<file path="src/irq_enable_pkg.sv">
// constants, field layouts and helpers for the interrupt enable bank
// Overview of operation
// - an enable bit of one passes its source request on; zero blocks it
// - bit 15 word0, bit 2 word1, bit 13 word2 ignore writes, read zero
// - word0 bits 14..8: dma1 done, adc1, uart1 tx, uart1 rx, spi1 event, error, timer3
// - word0 bits 7..0: timer2, oc2, ic2, dma0 done, timer1, oc1, ic1, ext irq0
// - word1 bits 15..8: uart2 tx, uart2 rx, ext irq2, timer5, timer4, oc4, oc3, dma2
// - word1 bits 7..0: ic8, ic7, adc2, ext irq1, pin change, unused, i2c1 master, slave
// - word2 bits 15..8: timer6, dma4, unused, oc8, oc7, oc6, oc5, ic6
// - word2 bits 7..0: ic5, ic4, ic3, dma3, can1 event, can1 rx, spi2 event, spi2 error
// - a source is presented only when its pending flag and enable are both one
// - three-bit priority per source; zero disables, seven is highest
package irq_enable_pkg;
  // byte offsets on the bus
  localparam logic [7:0] OFS_EN0    = 8'h00;
  localparam logic [7:0] OFS_EN1    = 8'h04;
  localparam logic [7:0] OFS_EN2    = 8'h08;
  localparam logic [7:0] OFS_FLAG0  = 8'h0C;
  localparam logic [7:0] OFS_FLAG1  = 8'h10;
  localparam logic [7:0] OFS_FLAG2  = 8'h14;
  localparam logic [7:0] OFS_STATUS = 8'h18;
  localparam logic [7:0] OFS_MASK   = 8'h1C;
  localparam logic [7:0] OFS_PRIO   = 8'h20;
  localparam logic [3:0] PRIO_WORDS = 4'hC;
  localparam logic [3:0] PRIO_LAST  = 4'hB;
  // implemented bits of each enable / flag word
  localparam logic [15:0] IMPL0 = 16'h7FFF;
  localparam logic [15:0] IMPL1 = 16'hFFFB;
  localparam logic [15:0] IMPL2 = 16'hDFFF;
  // reset values
  localparam logic [15:0] EN_RESET   = 16'h0000;
  localparam logic [11:0] PRIO_RESET = 12'h0924;
  localparam logic [1:0]  STAT_RESET = 2'h0;
  // status bit positions
  localparam int ST_PRESENT = 0;
  localparam int ST_BADADR  = 1;
  // cycles from request to ack
  localparam int ACK_CYCLES = 2;

  // merge 16-bit write data under byte lanes
  function automatic logic [15:0] lane_merge(input logic [15:0] old, input logic [15:0] wd,
                                             input logic [3:0] sel);
    lane_merge = {sel[1] ? wd[15:8] : old[15:8], sel[0] ? wd[7:0] : old[7:0]};
  endfunction

  // four packed 3-bit fields to the 16-bit register image
  function automatic logic [15:0] prio_unpack(input logic [11:0] w);
    prio_unpack = {1'b0, w[11:9], 1'b0, w[8:6], 1'b0, w[5:3], 1'b0, w[2:0]};
  endfunction

  function automatic logic [11:0] prio_pack(input logic [15:0] r);
    prio_pack = {r[14:12], r[10:8], r[6:4], r[2:0]};
  endfunction
endpackage

</file>
<file path="src/flag_bank.sv">
// sticky pending flags for one word of sources
`timescale 1ns/100ps
module flag_bank
  import irq_enable_pkg::*;
#(
  parameter logic [15:0] IMPL = 16'hFFFF
) (
  // clock and reset
  input  wire logic        core_clk,
  input  wire logic        rst_b,
  // set by sources, cleared by software
  input  wire logic [15:0] set_in,
  input  wire logic [15:0] clr_in,
  output logic      [15:0] flags
);
  logic [15:0] next_flags;

  // set beats a clear in the same cycle
  always_comb begin
    next_flags = ((flags & ~clr_in) | set_in) & IMPL;
  end

  always_ff @(posedge core_clk) begin
    if (!rst_b) begin
      flags <= EN_RESET;
    end else begin
      flags <= next_flags;
    end
  end
endmodule

</file>
<file path="src/prio_mem.sv">
// priority field store, one bus read port and one scan read port
`timescale 1ns/100ps
module prio_mem
  import irq_enable_pkg::*;
(
  // clock and reset
  input  wire logic        core_clk,
  input  wire logic        rst_b,
  // write port
  input  wire logic        we,
  input  wire logic [3:0]  waddr,
  input  wire logic [11:0] wdata,
  // registered read ports
  input  wire logic [3:0]  raddr_a,
  output logic      [11:0] rdata_a,
  input  wire logic [3:0]  raddr_b,
  output logic      [11:0] rdata_b
);
  logic [11:0] mem [12];

  always_ff @(posedge core_clk) begin
    if (!rst_b) begin
      for (int i = 0; i < 12; i++) begin
        mem[i] <= PRIO_RESET;
      end
      rdata_a <= 12'h0000;
      rdata_b <= 12'h0000;
    end else begin
      if (we && waddr < PRIO_WORDS) begin
        mem[waddr] <= wdata;
      end
      rdata_a <= (raddr_a < PRIO_WORDS) ? mem[raddr_a] : 12'h0000;
      rdata_b <= (raddr_b < PRIO_WORDS) ? mem[raddr_b] : 12'h0000;
    end
  end
endmodule

</file>
<file path="src/irq_enable_bank.sv">
// interrupt enable bank with pending flags, priority scan and wishbone slave
`timescale 1ns/100ps
module irq_enable_bank
  import irq_enable_pkg::*;
(
  // clock and reset
  input  wire logic        core_clk,
  input  wire logic        rst_b,
  // wishbone slave
  input  wire logic        wb_cyc_i,
  input  wire logic        wb_stb_i,
  input  wire logic        wb_we_i,
  input  wire logic [7:0]  wb_adr_i,
  input  wire logic [3:0]  wb_sel_i,
  input  wire logic [31:0] wb_dat_i,
  output logic      [31:0] wb_dat_o,
  output logic             wb_ack_o,
  // source requests, one bit per source
  input  wire logic [15:0] src_req0,
  input  wire logic [15:0] src_req1,
  input  wire logic [15:0] src_req2,
  // gated requests toward the core
  output logic      [15:0] gated_req0,
  output logic      [15:0] gated_req1,
  output logic      [15:0] gated_req2,
  // winning request
  output logic             core_irq_valid,
  output logic      [5:0]  core_irq_id,
  output logic      [2:0]  core_irq_level,
  // block interrupt
  output logic             irq
);
  // register state
  logic [15:0] en0;
  logic [15:0] en1;
  logic [15:0] en2;
  logic [15:0] next_en0;
  logic [15:0] next_en1;
  logic [15:0] next_en2;
  logic [1:0]  status;
  logic [1:0]  next_status;
  logic [1:0]  mask;
  logic [1:0]  next_mask;
  logic        phase;
  logic        next_phase;
  logic        next_ack;
  logic [31:0] next_dat;
  logic        next_irq;
  logic [15:0] clr0;
  logic [15:0] clr1;
  logic [15:0] clr2;
  logic [15:0] flag0;
  logic [15:0] flag1;
  logic [15:0] flag2;
  logic        mem_we;
  logic [11:0] mem_wdata;
  logic [11:0] rdata_a;
  logic [11:0] rdata_b;
  logic [3:0]  pidx;
  logic        is_prio;
  logic        acc;
  logic        wr;
  logic [15:0] wd;
  logic [7:0]  adr;

  assign adr     = {wb_adr_i[7:2], 2'b00};
  assign wd      = wb_dat_i[15:0];
  assign acc     = phase || wr;
  assign wr      = wb_ack_o && wb_cyc_i && wb_stb_i && wb_we_i;
  assign is_prio = adr >= OFS_PRIO && adr < 8'(OFS_PRIO + 8'h30);
  assign pidx    = 4'(wb_adr_i[7:2] - 6'd8);

  flag_bank #(.IMPL(IMPL0)) u_flag0 (
    .core_clk (core_clk),
    .rst_b    (rst_b),
    .set_in   (src_req0),
    .clr_in   (clr0),
    .flags    (flag0)
  );

  flag_bank #(.IMPL(IMPL1)) u_flag1 (
    .core_clk (core_clk),
    .rst_b    (rst_b),
    .set_in   (src_req1),
    .clr_in   (clr1),
    .flags    (flag1)
  );

  flag_bank #(.IMPL(IMPL2)) u_flag2 (
    .core_clk (core_clk),
    .rst_b    (rst_b),
    .set_in   (src_req2),
    .clr_in   (clr2),
    .flags    (flag2)
  );

  // scanner state
  logic [3:0]  scan_idx;
  logic [3:0]  next_scan_idx;
  logic [3:0]  data_idx;
  logic [3:0]  next_data_idx;
  logic        data_ok;
  logic        next_data_ok;
  logic [2:0]  best_lvl;
  logic [2:0]  next_best_lvl;
  logic [5:0]  best_id;
  logic [5:0]  next_best_id;
  logic        next_valid;
  logic [5:0]  next_id;
  logic [2:0]  next_level;
  logic [47:0] pres;

  assign pres = {gated_req2, gated_req1, gated_req0};

  prio_mem u_prio (
    .core_clk (core_clk),
    .rst_b    (rst_b),
    .we       (mem_we),
    .waddr    (pidx),
    .wdata    (mem_wdata),
    .raddr_a  (pidx),
    .rdata_a  (rdata_a),
    .raddr_b  (scan_idx),
    .rdata_b  (rdata_b)
  );

  // bus slave: request taken, answered two cycles later
  always_comb begin
    next_phase  = !phase && !wb_ack_o && wb_cyc_i && wb_stb_i;
    next_ack    = phase;
    next_dat    = 32'h0000_0000;
    next_en0    = en0;
    next_en1    = en1;
    next_en2    = en2;
    next_mask   = mask;
    next_status = status;
    clr0        = 16'h0000;
    clr1        = 16'h0000;
    clr2        = 16'h0000;
    mem_we      = 1'b0;
    mem_wdata   = prio_pack(lane_merge(prio_unpack(rdata_a), wd, wb_sel_i));
    if (acc) begin
      if (is_prio) begin
        next_dat[15:0] = prio_unpack(rdata_a);
        mem_we         = wr;
      end else begin
        unique case (adr)
          OFS_EN0: begin
            next_dat[15:0] = en0;
            if (wr) next_en0 = lane_merge(en0, wd, wb_sel_i) & IMPL0;
          end
          OFS_EN1: begin
            next_dat[15:0] = en1;
            if (wr) next_en1 = lane_merge(en1, wd, wb_sel_i) & IMPL1;
          end
          OFS_EN2: begin
            next_dat[15:0] = en2;
            if (wr) next_en2 = lane_merge(en2, wd, wb_sel_i) & IMPL2;
          end
          OFS_FLAG0: begin
            next_dat[15:0] = flag0;
            if (wr) clr0 = lane_merge(16'h0000, wd, wb_sel_i);
          end
          OFS_FLAG1: begin
            next_dat[15:0] = flag1;
            if (wr) clr1 = lane_merge(16'h0000, wd, wb_sel_i);
          end
          OFS_FLAG2: begin
            next_dat[15:0] = flag2;
            if (wr) clr2 = lane_merge(16'h0000, wd, wb_sel_i);
          end
          OFS_STATUS: begin
            next_dat[1:0] = status;
            if (wr && wb_sel_i[0]) next_status = status & ~wd[1:0];
          end
          OFS_MASK: begin
            next_dat[1:0] = mask;
            if (wr && wb_sel_i[0]) next_mask = wd[1:0];
          end
          default: begin
            next_status[ST_BADADR] = 1'b1;
          end
        endcase
      end
    end
    // read data only in the cycle before ack; writes land with ack
    if (!phase) begin
      next_dat = 32'h0000_0000;
    end
    // a new presentation sets its status bit, winning over a clear
    if (next_valid && !core_irq_valid) begin
      next_status[ST_PRESENT] = 1'b1;
    end
    next_irq = |(next_status & next_mask);
  end

  // priority scan, four sources per cycle, twelve words per sweep
  always_comb begin
    next_scan_idx = (scan_idx == PRIO_LAST) ? 4'h0 : 4'(scan_idx + 4'h1);
    next_data_idx = scan_idx;
    next_data_ok  = 1'b1;
    next_best_lvl = best_lvl;
    next_best_id  = best_id;
    next_valid    = core_irq_valid;
    next_id       = core_irq_id;
    next_level    = core_irq_level;
    if (data_ok) begin
      for (int k = 0; k < 4; k++) begin
        if (pres[6'(data_idx * 4 + k)] && rdata_b[k*3 +: 3] != 3'h0
            && rdata_b[k*3 +: 3] > next_best_lvl) begin
          next_best_lvl = rdata_b[k*3 +: 3];
          next_best_id  = 6'(data_idx * 4 + k);
        end
      end
      if (data_idx == PRIO_LAST) begin
        next_valid    = next_best_lvl != 3'h0;
        next_id       = next_best_id;
        next_level    = next_best_lvl;
        next_best_lvl = 3'h0;
        next_best_id  = 6'h00;
      end
    end
  end

  always_ff @(posedge core_clk) begin
    if (!rst_b) begin
      en0            <= EN_RESET;
      en1            <= EN_RESET;
      en2            <= EN_RESET;
      status         <= STAT_RESET;
      mask           <= STAT_RESET;
      phase          <= 1'b0;
      wb_ack_o       <= 1'b0;
      wb_dat_o       <= 32'h0000_0000;
      irq            <= 1'b0;
      gated_req0     <= 16'h0000;
      gated_req1     <= 16'h0000;
      gated_req2     <= 16'h0000;
      scan_idx       <= 4'h0;
      data_idx       <= 4'h0;
      data_ok        <= 1'b0;
      best_lvl       <= 3'h0;
      best_id        <= 6'h00;
      core_irq_valid <= 1'b0;
      core_irq_id    <= 6'h00;
      core_irq_level <= 3'h0;
    end else begin
      en0            <= next_en0;
      en1            <= next_en1;
      en2            <= next_en2;
      status         <= next_status;
      mask           <= next_mask;
      phase          <= next_phase;
      wb_ack_o       <= next_ack;
      wb_dat_o       <= next_dat;
      irq            <= next_irq;
      gated_req0     <= flag0 & en0;
      gated_req1     <= flag1 & en1;
      gated_req2     <= flag2 & en2;
      scan_idx       <= next_scan_idx;
      data_idx       <= next_data_idx;
      data_ok        <= next_data_ok;
      best_lvl       <= next_best_lvl;
      best_id        <= next_best_id;
      core_irq_valid <= next_valid;
      core_irq_id    <= next_id;
      core_irq_level <= next_level;
    end
  end
endmodule

</file>
<file path="config.mk">
export PLATFORM = sky130hd
export DESIGN_NAME = irq_enable_bank
export DESIGN_NICKNAME = d
export VERILOG_FILES = /design/src/irq_enable_pkg.sv /design/src/flag_bank.sv /design/src/prio_mem.sv /design/src/irq_enable_bank.sv
export SDC_FILE = /design/constraint.sdc
export NUM_CORES = 1
export LEC_CHECK = 0
export BUFFER_PORTS_ARGS = -buffer_cell sky130_fd_sc_hd__buf_4
export CORE_UTILIZATION = 52
export DETAILED_ROUTE_END_ITERATION = 8
export MAX_ROUTING_LAYER = met4
export PLACE_DENSITY = 0.84
export SLEW_MARGIN = 20
export SYNTH_ARGS = -nofsm -noshare
export SYNTH_HDL_FRONTEND = slang
export SYNTH_SLANG_ARGS = --single-unit
</file>
<file path="constraint.sdc">
create_clock -name core_clk -period 6.5 [get_ports core_clk]
set_input_delay 1.3 -clock core_clk [delete_from_list [all_inputs] [get_ports core_clk]]
set_output_delay 1.3 -clock core_clk [all_outputs]
set_load 0.01 [all_outputs]
</file>
======== Word-level counts from Yosys, hierarchy flattened ========
Memories as Yosys holds them, arrays and structs flattened. A register that Yosys moved wholly into a read port is not among the register bits.
Index checks and enable logic that the tools add are counted.
operators by class
  add/sub/neg operators ................... 5
  magnitude comparators ................... 12
  eq/ne operators ......................... 9
  multiplexer cells ....................... 61
  bitwise gates (word level) .............. 19
  reductions and logical operators ........ 45
operators with widths
  kind                                                  number
  2-to-1 mux 16 bit                                     8
  case mux 14 bit (6 select lines)                      1
  AND 16 bit                                            4
  2-to-1 mux 15 bit                                     3
  NOT 16 bit                                            2
  OR 16 bit                                             2
  AND 15 bit                                            2
  2-to-1 mux 6 bit                                      5
  AND reduction 5 bit                                   6
  < comparator 6 x 7 -> 1 bit (second input constant)   4
  2-to-1 mux 3 bit                                      9
  equality test 6 x 3 -> 1 bit (second input constant)  4
  binary-select mux 1 bit (select 6 bit)                3
  logical AND 1 bit                                     18
  2-to-1 mux 1 bit                                      16
  2-to-1 mux 8 bit                                      2
  case mux 2 bit (8 select lines)                       1
  NOT 15 bit                                            1
  OR 15 bit                                             1
  nonzero test 3 bit                                    5
  2-to-1 mux 2 bit                                      7
  2-to-1 mux 7 bit                                      2
  adder 6 x 2 -> 6 bit (second input constant)          2
  equality test 6 x 2 -> 1 bit (second input constant)  2
  other kinds (25)                                      41
storage, ports and cells
  register bits after elaboration ......... 207
  RAM bits ................................ 144
  input port bits ......................... 97
  output and inout bits ................... 92
  logic and storage cells ................. 182
  memories kept ........................... 1
memories
  name        depth  bits a word  read ports  clocked after Yosys merged registers in  wr ports  RTL line        source
  u_prio.mem  12     12           2           2                                        12        prio_mem.sv:19  logic [11:0] mem [12];

======== Depth between registers and ports, before layout ========
  depth in word-level cells ............... 25
  depth in mapped cells ................... 31
  gate-level depth less buffers ........... 30

======== Modules after synthesis ========
Synthesis repeated with hierarchy kept, for this count alone.
unflattened totals
  cells, all modules ...................... 1493
  area, all modules ....................... 16868.7 sq um
by module, submodules not included
  module           instances  cells each  area an instance (sq um)  sequential area each (sq um)
  prio_mem         1          585         8390.5                    4804.6
  irq_enable_bank  1          764         6890.4                    2822.7
  flag_bank        3          48          529.3                     300.3

======== Least setup slack after synthesis ========
OpenSTA, ideal clock, no wires.
  path kind ............................... flip-flop to flip-flop
  start point ............................. register best_lvl[2]
  end point ............................... register best_id[5]
  library setup time ...................... 0.128 ns
  arrival time ............................ 5.987 ns
  data required time ...................... 6.372 ns
  slack ................................... 0.385 ns
  cell stages (with the launch flop) ...... 30
  buffers on the path ..................... 2
  clock period less this slack ............ 6.115 ns
  cell sequence ........................... dfxtp_1 > inv_1 > ha_1 > a31oi_1 > nand2_1 > o21ai_4 > mux2_2 > ha_1 > or2_2 > o21bai_1 > a311o_1 > nand2_1 > mux2i_1 > nor2_1 > ha_1 > a31oi_1 > o211ai_1 > buf_2 > nor2_1 > a31oi_1 > ha_1 > nor2b_1 > o21a_1 > o221ai_4 > nand2_2 > or4_1 > buf_6 > and2_4 > a22oi_1 > nor2_1
between the ends
  cells in the longest elaborated chain, start to end .. 16
  elaborated cells on any way between the ends .. 19
  those cells by class .................... order compare (4); mux (11); reduce/logical (4)
RTL lines
  item                           RTL line                source
  start: declaration             irq_enable_bank.sv:104  logic [2:0] best_lvl;
  start signal: assignment       irq_enable_bank.sv:263  best_lvl <= next_best_lvl;
  greater-than comparator 3 bit  irq_enable_bank.sv:210  && rdata_b[k*3 +: 3] > next_best_lvl) begin
  logical AND 1 bit              irq_enable_bank.sv:210
  2-to-1 mux 3 bit               irq_enable_bank.sv:209  if (pres[6'(data_idx * 4 + k)] && rdata_b[k*3 +: 3] != 3'h0
  2-to-1 mux 3 bit               irq_enable_bank.sv:207  if (data_ok) begin
  greater-than comparator 3 bit  irq_enable_bank.sv:210
  logical AND 1 bit              irq_enable_bank.sv:210
  2-to-1 mux 3 bit               irq_enable_bank.sv:209
  2-to-1 mux 3 bit               irq_enable_bank.sv:207
  greater-than comparator 3 bit  irq_enable_bank.sv:210
  logical AND 1 bit              irq_enable_bank.sv:210
  2-to-1 mux 3 bit               irq_enable_bank.sv:209
  2-to-1 mux 3 bit               irq_enable_bank.sv:207
  greater-than comparator 3 bit  irq_enable_bank.sv:210
  logical AND 1 bit              irq_enable_bank.sv:210
  2-to-1 mux 6 bit *             irq_enable_bank.sv:209
  2-to-1 mux 6 bit *             irq_enable_bank.sv:215  if (data_idx == PRIO_LAST) begin
  end signal: assignment         irq_enable_bank.sv:264  best_id <= next_best_id;
  end: declaration               irq_enable_bank.sv:106  logic [5:0] best_id;
Every way passes the cells marked *; elsewhere a longest branch is shown, timed or not. The select of a mux whose other input is x is not followed.
A chain may end at the register's enable or synchronous reset.

======== Worst setup path after layout ========
  start point ............................. register data_idx[0]
  end point ............................... register best_id[5]
between the ends
  cells in the longest elaborated chain, start to end .. 18
  elaborated cells on any way between the ends .. 34
  those cells by class .................... add/sub (3); order compare (3); eq/ne (1); mux (19); reduce/logical (8)
RTL lines
  item                                                           RTL line                source
  start: declaration                                             irq_enable_bank.sv:100  logic [3:0] data_idx;
  start signal: assignment                                       irq_enable_bank.sv:261  data_idx <= next_data_idx;
  branches (longest 17 deep; another with adder 6 x 1 -> 6 bit)  --
  2-to-1 mux 6 bit *                                             irq_enable_bank.sv:215
Every way passes the cells marked *. The select of a mux whose other input is x is not followed.

==> impl_metrics.sql <==
INSERT INTO impl_metrics (metric_group, metric, value, unit) VALUES
('placement', 'placed_cell_area', '17430', 'um2'),
('cells_and_area', 'drive_above_1_share', '0.2281', ''),
('cells_and_area', 'fin_util', '0.6164', ''),
('critical_path', 'worstPathRequired', '6910', 'ps'),
('power', 'power_density', '259.8', 'nW/um2'),
('logic_synthesis', 'netlist_top_cells_count', 'sky130_fd_sc_hd__nor2_1 (235), sky130_fd_sc_hd__dfxtp_1 (210), sky130_fd_sc_hd__edfxtp_1 (144)', ''),
('outcome', 'status', 'completed', ''),
('floorplanning', 'initial_core_util', '0.5273', ''),
('cts', 'cts_htree_levels', '2', ''),
('timing', 'final_min_period_over_clock_period', '0.9555', ''),
('floorplanning', 'io_pins', '189', ''),
('timing', 'slew_viol_final', '0', ''),
('route', 'antenna_left', '0', ''),
('power', 'power.combinational.fraction', '0.084', ''),
('power', 'switching_share', '0.2370', ''),
('logic_synthesis', 'synthesis.yosys.warnings', '0', ''),
('critical_path', 'worstSetupPathType', 'reg -> reg', ''),
('global_route', 'wire_length_of_the_first_global_routing_pass', '68810', 'um'),
('logic_synthesis', 'post_synth_instance_area', '16090', 'um2'),
('cells_and_area', 'stdcell_area', '18810', 'um2'),
('cts', 'tritoncts', 'done', ''),
('logic_synthesis', 'synth_area_per_cell', '11.04', 'um2'),
('global_route', 'globalRouteMet3Util', '0.07069', ''),
('power', 'p_switching', '1158', 'uW'),
('cts', 'clock_tree.root_cell', 'sky130_fd_sc_hd__clkbuf_16', ''),
('cells_and_area', 'finish.cell_count_without_fillers', '2006', ''),
('power', 'worst_ir_drop_vdd', '0.0001814', 'V'),
('cts', 'cts-buffers-inserted', '36', ''),
('power', 'pwr-share-seq', '0.493', ''),
('global_route', 'gr-usage-met1', '0.3766', ''),
('placement', 'gp_congestion', '0.9512', ''),
('logic_synthesis', 'synthesis_stage_register_bit_count', '354', ''),
('cts', 'clk-insertion-delay-late', '530', 'ps'),
('floorplanning', 'core-area', '30510', 'um2'),
('global_route', 'grtUsageMet2', '0.4565', ''),
('power', 'leakage', '0.006957', 'uW'),
('global_route', 'globalRouteTotalUtil', '0.2965', ''),
('cells_and_area', 'nets', '1691', ''),
('timing', 'post-route-min-period', '6211', 'ps'),
('global_route', 'grt_busiest_layer', 'met2', ''),
('critical_path', 'setup.worst_path.end_class', 'flop', ''),
('logic_synthesis', 'synthTopCellsByArea', 'sky130_fd_sc_hd__edfxtp_1 (27%), sky130_fd_sc_hd__dfxtp_1 (26%), sky130_fd_sc_hd__mux4_2 (11%), sky130_fd_sc_hd__mux2i_1 (6.2%), sky130_fd_sc_hd__nor2_1 (5.5%)', ''),
('placement', 'dp_hpwl', '31260', 'um'),
('flow_run', 'cap_viol_max_count', '0', ''),
('cts', 'cts.sinks', '354', ''),
('logic_synthesis', 'async_flop_share', '0', ''),
('logic_synthesis', 'synth_largest_area_cell', 'sky130_fd_sc_hd__edfxtp_1', ''),
('floorplanning', 'floorplan.die_area', '31640', 'um2'),
('global_route', 'number_of_global_route_vias_before_repair', '12370', ''),
('logic_synthesis', 'yosysSeqAreaShare', '0.5301', ''),
('min_path', 'hp-class', 'reg -> reg', ''),
('placement', 'numPlacedInstances', '1930', ''),
('critical_path', 'cp_max_fo', '7', ''),
('placement', 'io_buffer_count', '146', ''),
('logic_synthesis', 'dominantRegCellSynth', 'sky130_fd_sc_hd__dfxtp_1', ''),
('logic_synthesis', 'yosys.cell_count.top_type', 'sky130_fd_sc_hd__nor2_1', ''),
('route', 'residual_drc_count', '0', ''),
('logic_synthesis', 'netlist-cell-type-count', '69', ''),
('timing', 'fmaxAchievable', '161.0', 'MHz'),
('route', 'detailroute.via_count', '12910', ''),
('power', 'post-layout-total-power', '4886', 'uW'),
('logic_synthesis', 'synth.top_cell.area_share', '0.2688', ''),
('timing', 'setup-violations-final', '0', ''),
('route', 'vias_per_cell', '6.435', ''),
('route', 'detail_route.iter0.violations', '1781', ''),
('timing', 'final.setup_skew', '27.02', 'ps'),
('global_route', 'congestion_overflow_gr', '0', ''),
('route', 'route.final.wire_length', '46770', 'um'),
('route', 'wl_per_cell', '23.31', 'um'),
('floorplanning', 'width_of_the_die', '177.9', 'um'),
('cells_and_area', 'synthToLayoutAreaGrowth', '16.90', '%');
==> kinds of logic after synthesis <==
group,synth area share
and+or+nand+nor,0.1349
muxes,0.1786
adders and majority gates,0.008555
xor gates and xnor gates,0.0005445
other,0.0002331
buffers and inverters,0.04876
AOI/OAI and AO/OA,0.09823
DFF,0.5301
==> final timing paths <==
kind | startpoint | endpoint | slack [ps] | cells past startpoint
worst min-delay path | next_ack | next_ack | 460 | 1
worst max register to register | data_idx[0] | best_id[5] | 290 | 27
worst max-delay path | data_idx[0] | best_id[5] | 290 | 27
worst min register to register | next_ack | next_ack | 460 | 1
==> stage by stage <==
stage	setup TNS (ps)	setup WS, ps	hold WS [ps]
after global placement	0	87.82	445.4
after detailed placement	-233.9	-103.3	445.2
after floorplan	0	385.4	420.0
after global routing	-107.1	-57.10	489.7
final	0	289.2	456.8
after CTS	0	118.6	453.1
==> worst max-delay path, stage by stage (launching register included) <==
cell                       delay, ps
sky130_fd_sc_hd__dfxtp_4         440
sky130_fd_sc_hd__mux4_2          510
sky130_fd_sc_hd__and2_4          200
sky130_fd_sc_hd__nand3_4         110
sky130_fd_sc_hd__o21ai_4          70
sky130_fd_sc_hd__mux2_4          310
sky130_fd_sc_hd__ha_1            270
sky130_fd_sc_hd__or2_4           260
sky130_fd_sc_hd__o21bai_1        150
sky130_fd_sc_hd__a311o_1         360
sky130_fd_sc_hd__nand2_1         100
sky130_fd_sc_hd__mux2i_2          90
sky130_fd_sc_hd__nor2_2          160
sky130_fd_sc_hd__ha_2            180
sky130_fd_sc_hd__nor2b_1          40
sky130_fd_sc_hd__o21a_1          160
sky130_fd_sc_hd__o211ai_1        400
sky130_fd_sc_hd__nor2_1           90
sky130_fd_sc_hd__a31oi_1         160
sky130_fd_sc_hd__ha_1            260
sky130_fd_sc_hd__nor2b_1         140
sky130_fd_sc_hd__o21a_1          210
sky130_fd_sc_hd__o221ai_4        250
sky130_fd_sc_hd__nand2_2         120
sky130_fd_sc_hd__or4_4           600
sky130_fd_sc_hd__o21ai_4         240
sky130_fd_sc_hd__a22oi_2         110
sky130_fd_sc_hd__nor2_1          130
==> routing by layer <==
layer	routed length [um]	share of wire
met5	0	0
met4	1798	0.038
met3	6071	0.13
met2	22050	0.47
met1	16850	0.36
==> cells in the final DEF, fill, tap and decap left out, types with 12 or more instances in the layout <==
cell | netlist | final
sky130_fd_sc_hd__nor2_1 | 235 | 230
sky130_fd_sc_hd__a22oi_1 | 36 | 32
sky130_fd_sc_hd__clkbuf_16 | 0 | 36
sky130_fd_sc_hd__inv_1 | 70 | 69
sky130_fd_sc_hd__buf_4 | 21 | 180
sky130_fd_sc_hd__mux2i_1 | 100 | 89
sky130_fd_sc_hd__and3_1 | 49 | 49
sky130_fd_sc_hd__and2_1 | 23 | 23
sky130_fd_sc_hd__nand2_1 | 112 | 111
sky130_fd_sc_hd__mux4_2 | 81 | 81
sky130_fd_sc_hd__a21oi_1 | 59 | 59
sky130_fd_sc_hd__a31oi_1 | 33 | 31
sky130_fd_sc_hd__conb_1 | 1 | 19
sky130_fd_sc_hd__edfxtp_1 | 144 | 144
sky130_fd_sc_hd__o21ai_0 | 53 | 53
sky130_fd_sc_hd__nand3_1 | 12 | 12
sky130_fd_sc_hd__dfxtp_1 | 210 | 206
sky130_fd_sc_hd__o22ai_1 | 14 | 14
==> cell type report <==
class / instances / area [um2]
Inverter: 70 / 264.0
Multi-Input combinational cell: 940 / 6979
Sequential cell: 354 / 8538
Antenna cell: 1 / 2.502
Clock buffer: 50 / 1003
Clock inverter: 14 / 161.4
Timing Repair Buffer: 181 / 1363
Fill cell: 2284 / 11700
Tap cell: 396 / 495.5
==> flip-flops by register name, indices dropped and copies added, names as in the netlist, 2 cells and up <==
name,count
gated_req0,15
mask,2
u_flag1.flags,15
data_idx,4
gated_req1,15
gated_req2,15
wb_dat_o,16
next_data_idx,4
en2,15
core_irq_level,3
u_prio.mem,144
en1,15
best_id,6
u_flag0.flags,15
u_prio.rdata_b,12
u_flag2.flags,15
best_lvl,3
u_prio.rdata_a,12
en0,15
core_irq_id,6
status,2
==> power by group through the flow <==
stage,logic (uW),clock network (uW),registers (uW)
after global routing,440,2150,2410
final,413,2060,2410
after detailed placement,388,0,2450
after floorplan,271,0,2430
after CTS,390,2070,2410
after global placement,378,0,2450
==> timing repair <==
| item | in CTS | in global routing |
|---|---|---|
| gates cloned | 0 | 0 |
| endpoints found under the setup margin | 5 | 11 |
| hold buffers | 0 | 0 |
| buffers inserted | 0 | 11 |
| resized for setup | 2 | 22 |
| pin swaps | 0 | 16 |
Power figures use the tool's default switching activity.
